File: src/shared/ncou_consts.vh
/*
 * Constants for the NAND command sequencer (host side).
 * Assumes a 50 MHz sys_clk and a byte-wide NAND device on the pins.
 */
// Function
// Device returns one byte per read strobe, column pointer advancing each strobe.
// Spare-area read uses same strobe timing, pointer within bytes 512 to 527.
// Once in read mode, successive pages stream without new address.
// Main reads give columns 0..527 per page; spare read gives spare only.
// At last column of last page, byte 527 repeats on each strobe.
// After status command, status byte is driven on each read strobe.
// Status: bit0 fail, bits1-5 zero, bit6 ready, bit7 not protected.
// Host trusts pass/fail bit only when the same byte shows ready.
// Host sends program setup, address, data, then execute; device programs.
// Erase: setup, block address, confirm directly after; device erases.
// Reset command aborts any operation and device goes waiting.
// After ID command and one address, maker then device byte are read.
// Power-up: chip select high, write protect asserted until released.
// Host waits about 200 us after power-up before any access.
// Host issues only defined command codes.
// While busy, host issues only status read or reset.
// After program setup, only execute or reset may follow.
// Host programs pages of a block in ascending order.
// With shared ready/busy, host uses status read per device.
// Device latches command on rising write strobe with command latch high.
// Address is three cycles, column first, top bit of third low.
// Read command picks pointer region: 0-255, 256-511, 512-527.
// Ready/busy is low during program, erase and array read.
// After reset the device is ready with pointer at first region.
`ifndef NCOU_CONSTS_VH
`define NCOU_CONSTS_VH

// Command codes
`define NCOU_CMD_READ_A    8'h00
`define NCOU_CMD_READ_B    8'h01
`define NCOU_CMD_READ_C    8'h50
`define NCOU_CMD_PROG_SET  8'h80
`define NCOU_CMD_PROG_EXE  8'h10
`define NCOU_CMD_ERASE_SET 8'h60
`define NCOU_CMD_ERASE_GO  8'hd0
`define NCOU_CMD_STATUS    8'h70
`define NCOU_CMD_ID        8'h90
`define NCOU_CMD_RESET     8'hff

// Software opcodes in the control register
`define NCOU_OP_READ   3'h0
`define NCOU_OP_PROG   3'h1
`define NCOU_OP_ERASE  3'h2
`define NCOU_OP_STATUS 3'h3
`define NCOU_OP_ID     3'h4
`define NCOU_OP_RESET  3'h5
`define NCOU_OP_RDBYTE 3'h6
`define NCOU_OP_WRBYTE 3'h7

// Register addresses
`define NCOU_ADDR_CTRL   4'h0
`define NCOU_ADDR_ADDR   4'h1
`define NCOU_ADDR_WDATA  4'h2
`define NCOU_ADDR_STAT   4'h3
`define NCOU_ADDR_RDATA  4'h4
`define NCOU_ADDR_PINS   4'h5

// Control register fields
`define NCOU_CTRL_OP_LO   0
`define NCOU_CTRL_OP_HI   2
`define NCOU_CTRL_RMODE_LO 4
`define NCOU_CTRL_RMODE_HI 5

// Device status byte fields
`define NCOU_SB_FAIL   0
`define NCOU_SB_READY  6
`define NCOU_SB_UNPROT 7

// Address layout
`define NCOU_PAGE_W   15
`define NCOU_COL_W    8
`define NCOU_PAGE_LO_HI 7
`define NCOU_PAGE_HI_HI 14

// Timing: strobe phase is this many sys_clk cycles (40 ns pulses)
`define NCOU_CLK_NS       20
`define NCOU_PHASE_NS     40
`define NCOU_PHASE_CYC    (((`NCOU_PHASE_NS) + (`NCOU_CLK_NS) - 1) / (`NCOU_CLK_NS))
// Power-up wait in microseconds and cycles
`define NCOU_PWR_US       200
`define NCOU_PWR_CYC      ((`NCOU_PWR_US) * 1000 / (`NCOU_CLK_NS))
`define NCOU_CNT_W        16
`define NCOU_ADDR_CYCLES  2'h3

`endif

File: src/rtl/ncou_host.v
/*
 * Host controller that drives a byte-wide NAND device over its pins.
 * Software issues operations through a small register port; the block
 * sequences command, address and data cycles and watches ready/busy.
 * Assumes device pins are synchronous to sys_clk; one operation at a time.
 */
`include "ncou_consts.vh"

module ncou_host #(
	parameter PWR_WAIT = `NCOU_PWR_CYC
) (
	// Clock and reset
	input  wire        sys_clk,
	input  wire        reset,
	// Register port
	input  wire [3:0]  reg_addr,
	input  wire [31:0] reg_wdata,
	input  wire        reg_wr,
	input  wire        reg_rd,
	output reg  [31:0] reg_rdata,
	// Device pins
	output reg         chip_en_n,
	output reg         cmd_latch,
	output reg         addr_latch,
	output reg         write_strobe_n,
	output reg         output_strobe_n,
	output reg         write_prot_n,
	input  wire        ready_busy_n,
	input  wire [7:0]  io_in,
	output reg  [7:0]  io_out,
	output reg         io_oe
);

	localparam S_PWR   = 4'h0;
	localparam S_IDLE  = 4'h1;
	localparam S_CMD   = 4'h2;
	localparam S_ADDR  = 4'h3;
	localparam S_DATA  = 4'h4;
	localparam S_CMD2  = 4'h5;
	localparam S_BUSY  = 4'h6;
	localparam S_RDB   = 4'h7;
	localparam S_WAITB = 4'h8;

	reg [3:0]                state_reg;
	reg [`NCOU_CNT_W-1:0]    cnt_reg;
	reg                      phase_reg;
	reg [1:0]                acnt_reg;
	reg [2:0]                op_reg;
	reg [1:0]                rmode_reg;
	reg [7:0]                col_reg;
	reg [`NCOU_PAGE_W-1:0]   page_reg;
	reg [7:0]                wdata_reg;
	reg [7:0]                rdata_reg;
	reg [7:0]                cmd2_reg;
	reg                      cmd2_en_reg;
	reg                      sb_ready_reg;
	reg                      sb_fail_reg;
	reg                      sb_unprot_reg;
	reg                      sb_valid_reg;
	reg                      done_reg;
	reg                      rvalid_reg;
	reg                      wp_rel_reg;

	wire busy_flag = (state_reg != S_IDLE);
	wire start     = reg_wr && (reg_addr == `NCOU_ADDR_CTRL) && !busy_flag;
	wire [2:0] new_op = reg_wdata[`NCOU_CTRL_OP_HI:`NCOU_CTRL_OP_LO];
	wire busy_refuse = !ready_busy_n && new_op != `NCOU_OP_STATUS && new_op != `NCOU_OP_RESET;
	wire prog_refuse = cmd2_en_reg && new_op != `NCOU_OP_PROG &&
		new_op != `NCOU_OP_WRBYTE && new_op != `NCOU_OP_RESET; // Execute pending
	wire phase_end = (cnt_reg == `NCOU_PHASE_CYC - 1);

	// Read command code follows the region chosen by software
	reg [7:0] read_cmd;
	always @* begin
		case (rmode_reg)
			2'h1:    read_cmd = `NCOU_CMD_READ_B;
			2'h2:    read_cmd = `NCOU_CMD_READ_C; // Spare region only
			default: read_cmd = `NCOU_CMD_READ_A;
		endcase
	end

	// First command byte per op; only defined codes ever reach the pins
	reg [7:0] first_cmd;
	always @* begin
		case (op_reg)
			`NCOU_OP_PROG:   first_cmd = `NCOU_CMD_PROG_SET;
			`NCOU_OP_ERASE:  first_cmd = `NCOU_CMD_ERASE_SET;
			`NCOU_OP_STATUS: first_cmd = `NCOU_CMD_STATUS;
			`NCOU_OP_ID:     first_cmd = `NCOU_CMD_ID;
			`NCOU_OP_RESET:  first_cmd = `NCOU_CMD_RESET;
			default:         first_cmd = read_cmd;
		endcase
	end

	// Address byte for the current cycle, column first except for erase, which sends page bytes only
	reg [7:0] addr_byte;
	always @* begin
		case (acnt_reg)
			2'h0:    addr_byte = (op_reg == `NCOU_OP_ERASE) ? page_reg[7:0] : col_reg;
			2'h1:    addr_byte = (op_reg == `NCOU_OP_ERASE) ?
				{1'b0, page_reg[`NCOU_PAGE_HI_HI:8]} : page_reg[7:0];
			default: addr_byte = {1'b0, page_reg[`NCOU_PAGE_HI_HI:8]}; // Top bit low
		endcase
	end

	// Address cycles per op: ID takes one, erase two page bytes, read and program three
	reg [1:0] addr_last;
	always @* begin
		case (op_reg)
			`NCOU_OP_ID:    addr_last = 2'h0;
			`NCOU_OP_ERASE: addr_last = 2'h1;
			default:        addr_last = `NCOU_ADDR_CYCLES - 2'h1;
		endcase
	end

	////////////////////////////////////////////////////////////////////////
	// Sequencer
	always @(posedge sys_clk) begin
		if (reset) begin
			state_reg       <= S_PWR;
			cnt_reg         <= {`NCOU_CNT_W{1'b0}};
			phase_reg       <= 1'b0;
			acnt_reg        <= 2'h0;
			op_reg          <= `NCOU_OP_READ;
			cmd2_reg        <= 8'h00;
			cmd2_en_reg     <= 1'b0;
			chip_en_n       <= 1'b1; // Held high through power-up
			cmd_latch       <= 1'b0;
			addr_latch      <= 1'b0;
			write_strobe_n  <= 1'b1;
			output_strobe_n <= 1'b1;
			write_prot_n    <= 1'b0; // Protected until software releases
			io_out          <= 8'h00;
			io_oe           <= 1'b0;
			rdata_reg       <= 8'h00;
			done_reg        <= 1'b0;
			rvalid_reg      <= 1'b0;
			sb_ready_reg    <= 1'b0;
			sb_fail_reg     <= 1'b0;
			sb_unprot_reg   <= 1'b0;
			sb_valid_reg    <= 1'b0;
		end else begin
			write_prot_n <= wp_rel_reg;
			if (start)
				done_reg <= 1'b0;
			case (state_reg)
				// Wait before the first access
				S_PWR: begin
					if (cnt_reg == PWR_WAIT[`NCOU_CNT_W-1:0] - 1'b1) begin
						cnt_reg   <= {`NCOU_CNT_W{1'b0}};
						state_reg <= S_IDLE;
					end else
						cnt_reg <= cnt_reg + 1'b1;
				end
				S_IDLE: begin
					if (start) begin
						op_reg    <= new_op;
						cnt_reg   <= {`NCOU_CNT_W{1'b0}};
						phase_reg <= 1'b0;
						acnt_reg  <= 2'h0;
						chip_en_n <= 1'b0;
						rvalid_reg <= 1'b0; // Fresh flag per op
						// Busy device takes only status or reset
						if (busy_refuse || prog_refuse)
							state_reg <= S_WAITB; // Refused, no strobes
						else if (cmd2_en_reg && new_op == `NCOU_OP_PROG)
							state_reg <= S_CMD2; // Execute after the data bytes
						else if (new_op == `NCOU_OP_RDBYTE)
							state_reg <= S_RDB;
						else if (new_op == `NCOU_OP_WRBYTE)
							state_reg <= S_DATA;
						else
							state_reg <= S_CMD;
						// Setup arms the execute, the next program op sends it
						if (!busy_refuse && new_op == `NCOU_OP_PROG)
							cmd2_en_reg <= !cmd2_en_reg;
						else if (new_op == `NCOU_OP_RESET)
							cmd2_en_reg <= 1'b0;
						cmd2_reg <= (new_op == `NCOU_OP_ERASE) ?
							`NCOU_CMD_ERASE_GO : `NCOU_CMD_PROG_EXE;
					end
				end
				S_WAITB: begin
					if (ready_busy_n)
						state_reg <= S_IDLE;
					chip_en_n <= 1'b1;
				end
				// Command cycle: latch high, strobe low then rising edge
				S_CMD, S_CMD2: begin
					cmd_latch <= 1'b1;
					io_oe     <= 1'b1;
					io_out    <= (state_reg == S_CMD) ? first_cmd : cmd2_reg;
					write_strobe_n <= phase_reg;
					if (phase_end) begin
						cnt_reg   <= {`NCOU_CNT_W{1'b0}};
						phase_reg <= ~phase_reg;
						if (phase_reg) begin
							cmd_latch <= 1'b0;
							io_oe     <= 1'b0;
							phase_reg <= 1'b0;
							if (state_reg == S_CMD2)
								state_reg <= S_BUSY; // Auto op begins
							else if (op_reg == `NCOU_OP_STATUS ||
								op_reg == `NCOU_OP_RESET)
								state_reg <= (op_reg == `NCOU_OP_RESET) ?
									S_BUSY : S_IDLE;
							else
								state_reg <= S_ADDR;
						end
					end else
						cnt_reg <= cnt_reg + 1'b1;
				end
				// Address cycles
				S_ADDR: begin
					addr_latch     <= 1'b1;
					io_oe          <= 1'b1;
					io_out         <= addr_byte;
					write_strobe_n <= phase_reg;
					if (phase_end) begin
						cnt_reg   <= {`NCOU_CNT_W{1'b0}};
						phase_reg <= ~phase_reg;
						if (phase_reg) begin
							if (acnt_reg == addr_last) begin
								addr_latch <= 1'b0;
								io_oe      <= 1'b0;
								acnt_reg   <= 2'h0;
								if (op_reg == `NCOU_OP_ERASE)
									state_reg <= S_CMD2; // Confirm directly
								else if (op_reg == `NCOU_OP_READ)
									state_reg <= S_BUSY; // Array fetch
								else
									state_reg <= S_IDLE; // ID or program data
							end else
								acnt_reg <= acnt_reg + 2'h1;
						end
					end else
						cnt_reg <= cnt_reg + 1'b1;
				end
				// One data byte out; program execute is a separate op
				S_DATA: begin
					io_oe          <= 1'b1;
					io_out         <= wdata_reg;
					write_strobe_n <= phase_reg;
					if (phase_end) begin
						cnt_reg   <= {`NCOU_CNT_W{1'b0}};
						phase_reg <= ~phase_reg;
						if (phase_reg) begin
							io_oe     <= 1'b0;
							phase_reg <= 1'b0;
							state_reg <= S_IDLE;
						end
					end else
						cnt_reg <= cnt_reg + 1'b1;
				end
				// One read strobe; device advances its own column
				S_RDB: begin
					output_strobe_n <= phase_reg;
					if (phase_end) begin
						cnt_reg   <= {`NCOU_CNT_W{1'b0}};
						phase_reg <= ~phase_reg;
						if (!phase_reg) begin
							rdata_reg  <= io_in;
							rvalid_reg <= 1'b1;
							// Status fields captured from each read
							sb_ready_reg  <= io_in[`NCOU_SB_READY];
							sb_fail_reg   <= io_in[`NCOU_SB_FAIL];
							sb_unprot_reg <= io_in[`NCOU_SB_UNPROT];
							// Fail bit means nothing while busy
							sb_valid_reg  <= io_in[`NCOU_SB_READY];
						end else begin
							phase_reg <= 1'b0;
							state_reg <= S_IDLE;
						end
					end else
						cnt_reg <= cnt_reg + 1'b1;
				end
				// Wait for ready/busy release; shared line needs status per device
				S_BUSY: begin
					if (phase_end) begin
						if (ready_busy_n) begin
							state_reg <= S_IDLE;
							done_reg  <= 1'b1;
							// Next read goes to the first region after reset
						end
					end else
						cnt_reg <= cnt_reg + 1'b1;
				end
				default: state_reg <= S_IDLE;
			endcase
		end
	end

	////////////////////////////////////////////////////////////////////////
	// Software-written registers; execute issued on a program op's second step
	always @(posedge sys_clk) begin
		if (reset) begin
			rmode_reg  <= 2'h0;
			col_reg    <= 8'h00;
			page_reg   <= {`NCOU_PAGE_W{1'b0}};
			wdata_reg  <= 8'h00;
			wp_rel_reg <= 1'b0;
		end else if (reg_wr) begin
			if (reg_addr == `NCOU_ADDR_CTRL && !busy_flag)
				rmode_reg <= reg_wdata[`NCOU_CTRL_RMODE_HI:`NCOU_CTRL_RMODE_LO];
			if (reg_addr == `NCOU_ADDR_ADDR) begin
				col_reg  <= reg_wdata[7:0];
				page_reg <= reg_wdata[8+`NCOU_PAGE_W-1:8]; // Ascending order is software's
			end
			if (reg_addr == `NCOU_ADDR_WDATA)
				wdata_reg <= reg_wdata[7:0];
			if (reg_addr == `NCOU_ADDR_PINS)
				wp_rel_reg <= reg_wdata[0];
		end else if (state_reg == S_BUSY && op_reg == `NCOU_OP_RESET && ready_busy_n)
			rmode_reg <= 2'h0;
	end

	////////////////////////////////////////////////////////////////////////
	// Read port, data one cycle after the strobe
	always @(posedge sys_clk) begin
		if (reset)
			reg_rdata <= 32'h0000_0000;
		else if (reg_rd) begin
			case (reg_addr)
				`NCOU_ADDR_CTRL:  reg_rdata <= {26'h0, rmode_reg, 1'b0, op_reg};
				`NCOU_ADDR_ADDR:  reg_rdata <= {9'h0, page_reg, col_reg};
				`NCOU_ADDR_WDATA: reg_rdata <= {24'h0, wdata_reg};
				`NCOU_ADDR_STAT:  reg_rdata <= {24'h0, sb_valid_reg, sb_unprot_reg,
					sb_ready_reg, sb_fail_reg, ready_busy_n, rvalid_reg, done_reg,
					busy_flag};
				`NCOU_ADDR_RDATA: reg_rdata <= {24'h0, rdata_reg};
				`NCOU_ADDR_PINS:  reg_rdata <= {31'h0, wp_rel_reg};
				default:          reg_rdata <= 32'h0000_0000;
			endcase
		end
	end


endmodule // ncou_host

File: config.mk
export PLATFORM = sky130hd
export DESIGN_NAME = ncou_host
export DESIGN_NICKNAME = d
export VERILOG_FILES = /design/src/rtl/ncou_host.v
export VERILOG_INCLUDE_DIRS = /design/src /design/src/shared
export SDC_FILE = /design/constraint.sdc
export NUM_CORES = 1
export LEC_CHECK = 0
export BUFFER_PORTS_ARGS = -buffer_cell sky130_fd_sc_hd__buf_2
export CORE_MARGIN = 2
export CORE_UTILIZATION = 27
export CTS_BUF_LIST = sky130_fd_sc_hd__clkbuf_8
export CTS_CLUSTER_DIAMETER = 60
export DETAILED_ROUTE_END_ITERATION = 8
export MAX_ROUTING_LAYER = met4
export PLACE_DENSITY = 0.41
export RECOVER_POWER = 25
export SYNTH_ARGS = -nofsm -noshare
export SYNTH_HDL_FRONTEND = slang
export SYNTH_SLANG_ARGS = --single-unit
File: constraint.sdc
create_clock -name sys_clk -period 4.5 [get_ports sys_clk]
set_input_delay 0.225 -clock sys_clk [delete_from_list [all_inputs] [get_ports sys_clk]]
set_output_delay 0.225 -clock sys_clk [all_outputs]
set_load 0.02 [all_outputs]
==> results of run 1 <==
## cells in the final DEF, fill, tap and decap left out, types with 3 or more instances in the layout
cell	n
sky130_fd_sc_hd__o21ai_0	20
sky130_fd_sc_hd__nor2b_1	12
sky130_fd_sc_hd__or3b_2	3
sky130_fd_sc_hd__inv_1	19
sky130_fd_sc_hd__xnor2_1	4
sky130_fd_sc_hd__nand3_1	19
sky130_fd_sc_hd__a31oi_1	4
sky130_fd_sc_hd__nand2_1	92
sky130_fd_sc_hd__nand4_1	4
sky130_fd_sc_hd__conb_1	9
sky130_fd_sc_hd__or4_1	4
sky130_fd_sc_hd__a211oi_1	12
sky130_fd_sc_hd__nand2b_1	12
sky130_fd_sc_hd__o31ai_1	5
sky130_fd_sc_hd__o22ai_1	8
sky130_fd_sc_hd__nor2_1	70
sky130_fd_sc_hd__a21oi_1	68
sky130_fd_sc_hd__o311ai_0	5
sky130_fd_sc_hd__and2_1	3
sky130_fd_sc_hd__or2_2	3
sky130_fd_sc_hd__or3_1	11
sky130_fd_sc_hd__a311oi_1	3
sky130_fd_sc_hd__ha_1	6
sky130_fd_sc_hd__clkbuf_8	9
sky130_fd_sc_hd__nor3_1	9
sky130_fd_sc_hd__buf_2	40
sky130_fd_sc_hd__a222oi_1	8
sky130_fd_sc_hd__dfxtp_1	111
sky130_fd_sc_hd__mux2i_1	14
sky130_fd_sc_hd__a32o_1	3
sky130_fd_sc_hd__clkbuf_1	37
sky130_fd_sc_hd__a22oi_1	35
sky130_fd_sc_hd__mux2_2	6
sky130_fd_sc_hd__and3_1	3
## metal layers
metal	share of wire	vias to the layer above	wire length, um
li1	-	2564	-
met1	0.51	2485	8700
met2	0.44	107	7610
met3	0.039	17	669
met4	0.014	0	235
met5	0	-	0
## power groups by stage
stage               logic [mW]  clock network [mW]  registers [mW]
floorplan                0.268                   0            1.04
global placement         0.329                   0            1.07
detailed placement       0.331                   0            1.07
CTS                      0.334               0.676            1.05
global route             0.364               0.706            1.05
finish                   0.331               0.645            1.05
## worst max-delay path: cells and delay by family (launching register included)
| family | cells | cell delay, ps |
|---|---|---|
| DFF | 1 | 750 |
| muxes | 1 | 290 |
| and+or+nand+nor | 4 | 1730 |
## cells in the mapped netlist, drive strengths merged, types with 8 or more instances
library cell	n
or3	13
clkbuf	42
nor3	9
a21oi	68
o21ai	21
a211oi	12
nand3	19
nand2b	12
nor2	70
dfxtp	111
mux2	8
nor2b	12
nand2	92
o22ai	8
a22oi	35
a222oi	8
mux2i	14
inv	19
buf	19
## cell families after synthesis
logic type	count (synthesis)
and+or+nand+nor	272
buffers and inverters	81
adders and majority gates	6
DFF	111
AOI/OAI and AO/OA	198
xor gates and xnor gates	4
muxes	22
other	1
## layout make-up
type | count | area share
repair buffers | 79 | 0.0560
inverters | 20 | 0.0119
multi-input cells | 511 | 0.494
flip-flops and latches | 111 | 0.352
clock buffers | 9 | 0.0196
clock inverters | 7 | 0.0127
well taps | 275 | 0.0544
## worst paths after layout
path	cells after the start	to	slack (ps)	startpoint
max	5	state_reg[0]	1620	state_reg[1]
max reg2reg	5	state_reg[0]	1620	state_reg[1]
min	3	page_reg[1]	30	reg_wdata[9]
min reg2reg	2	cmd2_reg[6]	460	cmd2_reg[6]
## metrics by stage
step	power [mW]	instance area [um2]	worst slack, ps	instances	hold WS (ps)
after floorplan	1.31	5730	2410	703	361
after global placement	1.40	6160	1770	996	446
after detailed placement	1.40	6160	1710	996	451
after CTS	2.06	6370	1650	1012	13.5
after global routing	2.12	6320	1400	1012	7.99
final	2.02	6320	1620	1012	30.4
==> out/summary.log, run 1 <==
INFO  sta            finalHoldViolCount=0
INFO  drt            drc=0
INFO  clock_tree     cts-buffers-inserted=9
INFO  clock_tree     ctsHtreeMaxLevel=3
INFO  pwr            netSwitchingFraction=0.332
INFO  clock_tree     clock_sink_total=111
INFO  floorplanning  design.core.area=20900um2
INFO  place          routabilityCongestion=0.785
INFO  sta            maxSlewHeadroom=0.388
INFO  synth          synth-simple-area-share=0.249
INFO  pwr            power_dens_cells=320nW/um2
INFO  global_route   met3_grt_util=0.0220
INFO  synth          yosys.area.top_type=sky130_fd_sc_hd__dfxtp_1
INFO  final_layout   seqCellArea=2220um2
INFO  synth          postSynth.asyncResetShare=0
INFO  synth          synthesis.instances=695
INFO  sta            fmax=347MHz
INFO  final_layout   drive_above_1_share=0.119
INFO  global_route   initial_antenna_violation_count=0
INFO  synth          synth_top_area_frac=0.390
INFO  sta            fin_setup_tns=0ps
INFO  synth          synth_top_family_by_area=simple AND/OR/NAND/NOR gates
INFO  drt            ant_nets=0
INFO  final_layout   fillers=2275
INFO  global_route   gr-usage-all-layers=0.160
INFO  clock_tree     ctsResizeCount=0
INFO  floorplanning  initial_core_utilization=0.273
INFO  synth          number_of_synthesized_flops_with_an_enable_pin=0
INFO  sta            worst-slew-pin-transition=915ps
INFO  pwr            total_switching_power=0.673mW
INFO  worst_setup_path setup.worst_path.start_class=register
INFO  global_route   wire_length_of_the_first_global_routing_pass=27100um
INFO  final_layout   areaGrowthSynthToFinish=10.9%
INFO  synth          synth-adder-area-share=0.0132
INFO  drt            drt_wl_total=17200um
INFO  global_route   highest_utilization_routing_layer_at_the_global_route_stage=met2
INFO  global_route   gr-usage-met1=0.229
INFO  global_route   groute.layer.met2.usage=0.232
INFO  synth          synth-warning-count=0
INFO  clock_tree     cts_tree=yes
INFO  sta            setup-violations-final=0
INFO  synth          synth_sequential_area_ratio=0.390
INFO  drt            detail_route.first_pass.iterations=5
INFO  synth          compound_gate_portion_of_the_synthesized_area=0.232
INFO  worst_hold_path timing.hold.worst.class=primary input to register
INFO  sta            period_needed=2880ps
INFO  sta            skew=20.6ps
INFO  final_layout   flip_flop_count_of_the_largest_register_all_copies_and_words_added=23
INFO  pwr            power.share.sequential=0.518
INFO  pwr            cellInternalPower=1.35mW
INFO  place          dp.final_hpwl=12400um
INFO  clock_tree     cts_setup_buffers=0
INFO  clock_tree     hold_buffers=0
INFO  clock_tree     clk_latency=410ps
INFO  place          buffer_ports.inserted=77
INFO  final_layout   final_core_density=0.303
INFO  final_layout   insertedDiodeCount=0
INFO  global_route   grt_max_degree=70
INFO  pwr            clkPwrFrac=0.319
INFO  synth          syn_area=5700um2
INFO  global_route   grt_overflow=0
INFO  pwr            combPwrFrac=0.163
INFO  floorplanning  rows=53
INFO  sta            drv_slew=0
INFO  worst_setup_path crit_path_cell_trace=nor2b_1 -> nand2_1 -> nor3_1 -> or3_4 -> mux2_4
INFO  job            max_cap_violations=0
INFO  floorplanning  die-area=22300um2
INFO  sta            rsz0062_at_grt=no
INFO  synth          synth_area_leaders=sky130_fd_sc_hd__dfxtp_1 39%, sky130_fd_sc_hd__nand2_1 6.1%, sky130_fd_sc_hd__a21oi_1 6.0%
INFO  pwr            peakVddDrop=132uV
INFO  floorplanning  fp.dieH=149um
INFO  global_route   first_global_vias=4798
INFO  synth          synth_cell_types=77
INFO  synth          muxShareOfSynthArea=0.0417
INFO  clock_tree     clock_tree.buffer_depth=2
INFO  sta            timing.final.crit_share=0.641
INFO  run_status     status=complete, no violations
INFO  final_layout   multi_input_area=3120um2
INFO  synth          syn-mean-instance-area=8.20um2
INFO  worst_setup_path worst_ep_required_time=4790ps
INFO  drt            routed_via_density=5.11
INFO  drt            vias=5173
INFO  final_layout   nets=787
INFO  worst_setup_path crit_fanout=19
INFO  worst_setup_path slowest_stage=sky130_fd_sc_hd__dfxtp_1
INFO  drt            drt_iter0_drc=324
INFO  clock_tree     cts_root_buffer=sky130_fd_sc_hd__clkbuf_8
INFO  pwr            power_leakage=2.09nW
INFO  synth          synth_ff_type=sky130_fd_sc_hd__dfxtp_1
INFO  drt            wl_per_cell=17.0um
INFO  worst_setup_path arrival=3180ps
INFO  worst_setup_path kind_of_critical_path=register to register
INFO  worst_setup_path delay_of_the_slowest_cell_on_the_worst_path=750ps
INFO  synth          synth-xor-area-share=0.00615
INFO  clock_tree     clock_pin_slew_of_the_registers_on_the_worst_case_setup_and_hold_paths=130ps
INFO  synth          postSynthRegisterBits=111
INFO  worst_setup_path timing.critical_path.to_type=register
INFO  floorplanning  chipWidth=149um
INFO  floorplanning  pin_count=96
(Power assumes the default switching activity.)
==> inputs of run 2 (changes only) <==
--- a/config.mk
+++ b/config.mk
@@ -6,6 +6,7 @@
 export SDC_FILE = /design/constraint.sdc
 export NUM_CORES = 1
 export LEC_CHECK = 0
+export ABC_AREA = 1
 export BUFFER_PORTS_ARGS = -buffer_cell sky130_fd_sc_hd__buf_2
 export CORE_MARGIN = 2
 export CORE_UTILIZATION = 27
@@ -13,7 +14,7 @@
 export CTS_CLUSTER_DIAMETER = 60
 export DETAILED_ROUTE_END_ITERATION = 8
 export MAX_ROUTING_LAYER = met4
-export PLACE_DENSITY = 0.41
+export PLACE_DENSITY = 0.43
 export RECOVER_POWER = 25
 export SYNTH_ARGS = -nofsm -noshare
 export SYNTH_HDL_FRONTEND = slang
==> constraint.sdc (replaced) <==
create_clock -name sys_clk -period 2.47 [get_ports sys_clk]
set_input_delay 0.1235 -clock sys_clk [delete_from_list [all_inputs] [get_ports sys_clk]]
set_output_delay 0.1235 -clock sys_clk [all_outputs]
set_load 0.02 [all_outputs]
==> out/summary.log, run 2 <==
INFO  clock_tree     cts-buffers-inserted=9
INFO  final_layout   nets=970
INFO  pwr            power.share.sequential=0.433
INFO  clock_tree     cts_root_buffer=sky130_fd_sc_hd__clkbuf_8
INFO  sta            period_needed=1900ps
INFO  synth          synth_area_leaders=sky130_fd_sc_hd__dfxtp_1 39%, sky130_fd_sc_hd__nand2_1 12%, sky130_fd_sc_hd__a21oi_1 7.6%
INFO  final_layout   insertedDiodeCount=0
INFO  worst_setup_path worst_ep_required_time=2820ps
INFO  drt            ant_nets=0
INFO  place          buffer_ports.inserted=77
INFO  pwr            cellInternalPower=2.84mW
INFO  sta            setup-violations-final=0
INFO  worst_setup_path kind_of_critical_path=register to register
INFO  sta            setup_ws=567ps
INFO  drt            routed_via_density=4.55
INFO  clock_tree     clock_tree.buffer_depth=2
INFO  clock_tree     clock_pin_slew_of_the_registers_on_the_worst_case_setup_and_hold_paths=130ps
INFO  sta            finalHoldViolCount=0
INFO  global_route   grt_max_degree=41
INFO  pwr            total_switching_power=1.95mW
INFO  synth          synth_top_area_frac=0.393
INFO  synth          post-synth-top-count-cell=sky130_fd_sc_hd__nand2_1
INFO  sta            drv_slew=0
INFO  place          routabilityCongestion=0.846
INFO  place          post_placement_setup_slack=529ps
INFO  final_layout   areaGrowthSynthToFinish=18.7%
INFO  floorplanning  initial_core_utilization=0.278
INFO  place          dp.final_hpwl=13300um
INFO  synth          synthesis.instances=822
INFO  synth          synth_cell_types=42
INFO  final_layout   layout_commonest_cell=sky130_fd_sc_hd__nand2_1
INFO  floorplanning  die-area=22100um2
INFO  clock_tree     cts_tree=yes
INFO  sta            rsz0062_at_grt=no
INFO  worst_setup_path worst_r2r_path_depth=10
INFO  worst_setup_path arrival=2250ps
INFO  run_status     status=complete, no violations
INFO  drt            drt_iter0_drc=286
INFO  drt            vias=5413
INFO  floorplanning  rows=52
INFO  pwr            combPwrFrac=0.321
INFO  worst_setup_path setup.worst_path.start_class=register
INFO  sta            worst-slew-pin-transition=1250ps
INFO  synth          syn_area=5660um2
INFO  pwr            power=4.79mW
INFO  synth          synth-warning-count=0
INFO  pwr            power_dens_cells=714nW/um2
INFO  pwr            netSwitchingFraction=0.407
INFO  global_route   wire_length_of_the_first_global_routing_pass=27800um
INFO  drt            detail_route.first_pass.iterations=4
INFO  sta            maxSlewHeadroom=0.164
INFO  clock_tree     cts_setup_buffers=0
INFO  clock_tree     ctsHtreeMaxLevel=3
INFO  synth          yosys.area.top_type=sky130_fd_sc_hd__dfxtp_1
INFO  synth          postSynthRegisterBits=111
INFO  final_layout   fillers=2260
INFO  synth          synth_top_cells_by_count=180 x sky130_fd_sc_hd__nand2_1, 111 x sky130_fd_sc_hd__dfxtp_1, 92 x sky130_fd_sc_hd__nor2_1
INFO  worst_setup_path timing.critical_path.to_type=register
INFO  global_route   first_global_vias=5156
INFO  sta            skew=18.1ps
INFO  floorplanning  design.core.area=20400um2
INFO  global_route   gr-usage-all-layers=0.166
INFO  sta            timing.final.crit_share=0.770
INFO  worst_hold_path timing.hold.worst_path_depth=3
INFO  final_layout   layout.cells.most_common_list=180 x sky130_fd_sc_hd__nand2_1, 111 x sky130_fd_sc_hd__dfxtp_1, 92 x sky130_fd_sc_hd__nor2_1, 86 x sky130_fd_sc_hd__a21oi_1, 82 x sky130_fd_sc_hd__o21ai_0
INFO  synth          postSynth.asyncResetShare=0
INFO  clock_tree     clock_sink_total=111
INFO  job            max_cap_violations=0
INFO  global_route   grt_overflow=0
INFO  drt            wl_per_cell=14.7um
INFO  global_route   initial_antenna_violation_count=0
INFO  synth          syn-mean-instance-area=6.88um2
INFO  sta            fin_setup_tns=0ps
INFO  pwr            peakVddDrop=254uV
INFO  clock_tree     clk_latency=410ps
INFO  synth          number_of_synthesized_flops_with_an_enable_pin=0
INFO  pwr            clkPwrFrac=0.246
INFO  floorplanning  pin_count=96
INFO  floorplanning  fp.dieH=149um
INFO  final_layout   final_core_density=0.330
INFO  final_layout   flip_flop_count_of_the_largest_register_all_copies_and_words_added=23
INFO  drt            drt_wl_total=17500um
INFO  worst_setup_path crit_fanout=10
INFO  worst_hold_path timing.hold.worst.class=primary input to register
INFO  synth          synth_sequential_area_ratio=0.393
INFO  synth          synth_ff_type=sky130_fd_sc_hd__dfxtp_1
INFO  floorplanning  chipWidth=149um
INFO  final_layout   drive_above_1_share=0.124
INFO  sta            fmax=526MHz
INFO  drt            drc=0
INFO  pwr            power_leakage=2.60nW
run 2: cell count changes after synthesis, sizes merged, moves of 10 or more:
cell and delta:
nand3 +49, nand2b -12, nor2 +44, nor2b -12, clkbuf -18, a21oi +19
or3 -13, inv +52, a22oi -33, nand2 +96, mux2i -14, o21ai +62
a211oi -10
run 2: worst paths after layout:
check	end	from	slack, ps
worst max-delay path	io_out[7]	op_reg[2]	570
worst min-delay path	col_reg[7]	reg_wdata[7]	40
worst max register to register	io_out[7]	op_reg[2]	570
worst min register to register	write_prot_n	wp_rel_reg	460
run 2: power groups by stage:
stage	Combinational (mW)	Clock (mW)	Sequential (mW)
finish	1.54	1.18	2.07
global route	1.74	1.29	2.10
CTS	1.58	1.23	2.07
detailed placement	1.55	0	2.11
global placement	1.55	0	2.11
floorplan	1.01	0	2.19
run 2: through the flow:
stage               cells  hold slack [ps]  instance area [um2]
finish               1190             36.6                 6710
detailed placement   1149              385                 6320
global route         1190             36.6                 6710
floorplan             830              271                 5690
CTS                  1190             15.8                 6770
global placement     1149              389                 6320
run 2: cells by family (layout without fill, tap and decap cells):
kind of cell / Yosys count / in the layout / share of synthesized area
buffers and inverters: 110 / 200 / 0.0827
xor gates and xnor gates: 10 / 10 / 0.0155
DFF: 111 / 111 / 0.393
and+or+nand+nor: 386 / 386 / 0.307
AOI/OAI and AO/OA: 198 / 198 / 0.188
adders and majority gates: 6 / 6 / 0.0133
other: 1 / 9 / 0.000663
run 2: what timing repair did:
item | CTS | global route
hold endpoints to repair | 25 | 0
gates resized for setup | 0 | 0
hold buffers | 25 | 0
setup endpoints to repair | 0 | 0
run 2: cell type report:
type | count | area (um2) | share of cell area
Multi-Input combinational cell | 609 | 3000 | 0.446
Clock buffer | 9 | 124 | 0.0184
Timing Repair Buffer | 113 | 686 | 0.102
Sequential cell | 111 | 2220 | 0.331
Clock inverter | 7 | 80.1 | 0.0119
Inverter | 71 | 269 | 0.0401
Tap cell | 270 | 338 | 0.0503
run 2: layer usage:
| metal | GRT usage | up-vias | routed length (um) |
|---|---|---|---|
| met4 | 0.0438 | 0 | 246 |
| met3 | 0.0255 | 18 | 598 |
| li1 | - | 2887 | - |
| met5 | - | - | 0 |
| met1 | 0.226 | 2418 | 8710 |
| met2 | 0.257 | 90 | 7940 |
run 2: worst max-delay path, cell delays in order, from the launching register on:
cell	delay [ps]
sky130_fd_sc_hd__dfxtp_1	420
sky130_fd_sc_hd__nor2_1	110
sky130_fd_sc_hd__nand2_2	190
sky130_fd_sc_hd__inv_1	100
sky130_fd_sc_hd__nor2_1	360
sky130_fd_sc_hd__inv_1	120
sky130_fd_sc_hd__o21ai_0	180
sky130_fd_sc_hd__nand2_1	70
sky130_fd_sc_hd__o21ai_0	110
sky130_fd_sc_hd__o21ai_0	140
sky130_fd_sc_hd__inv_1	60
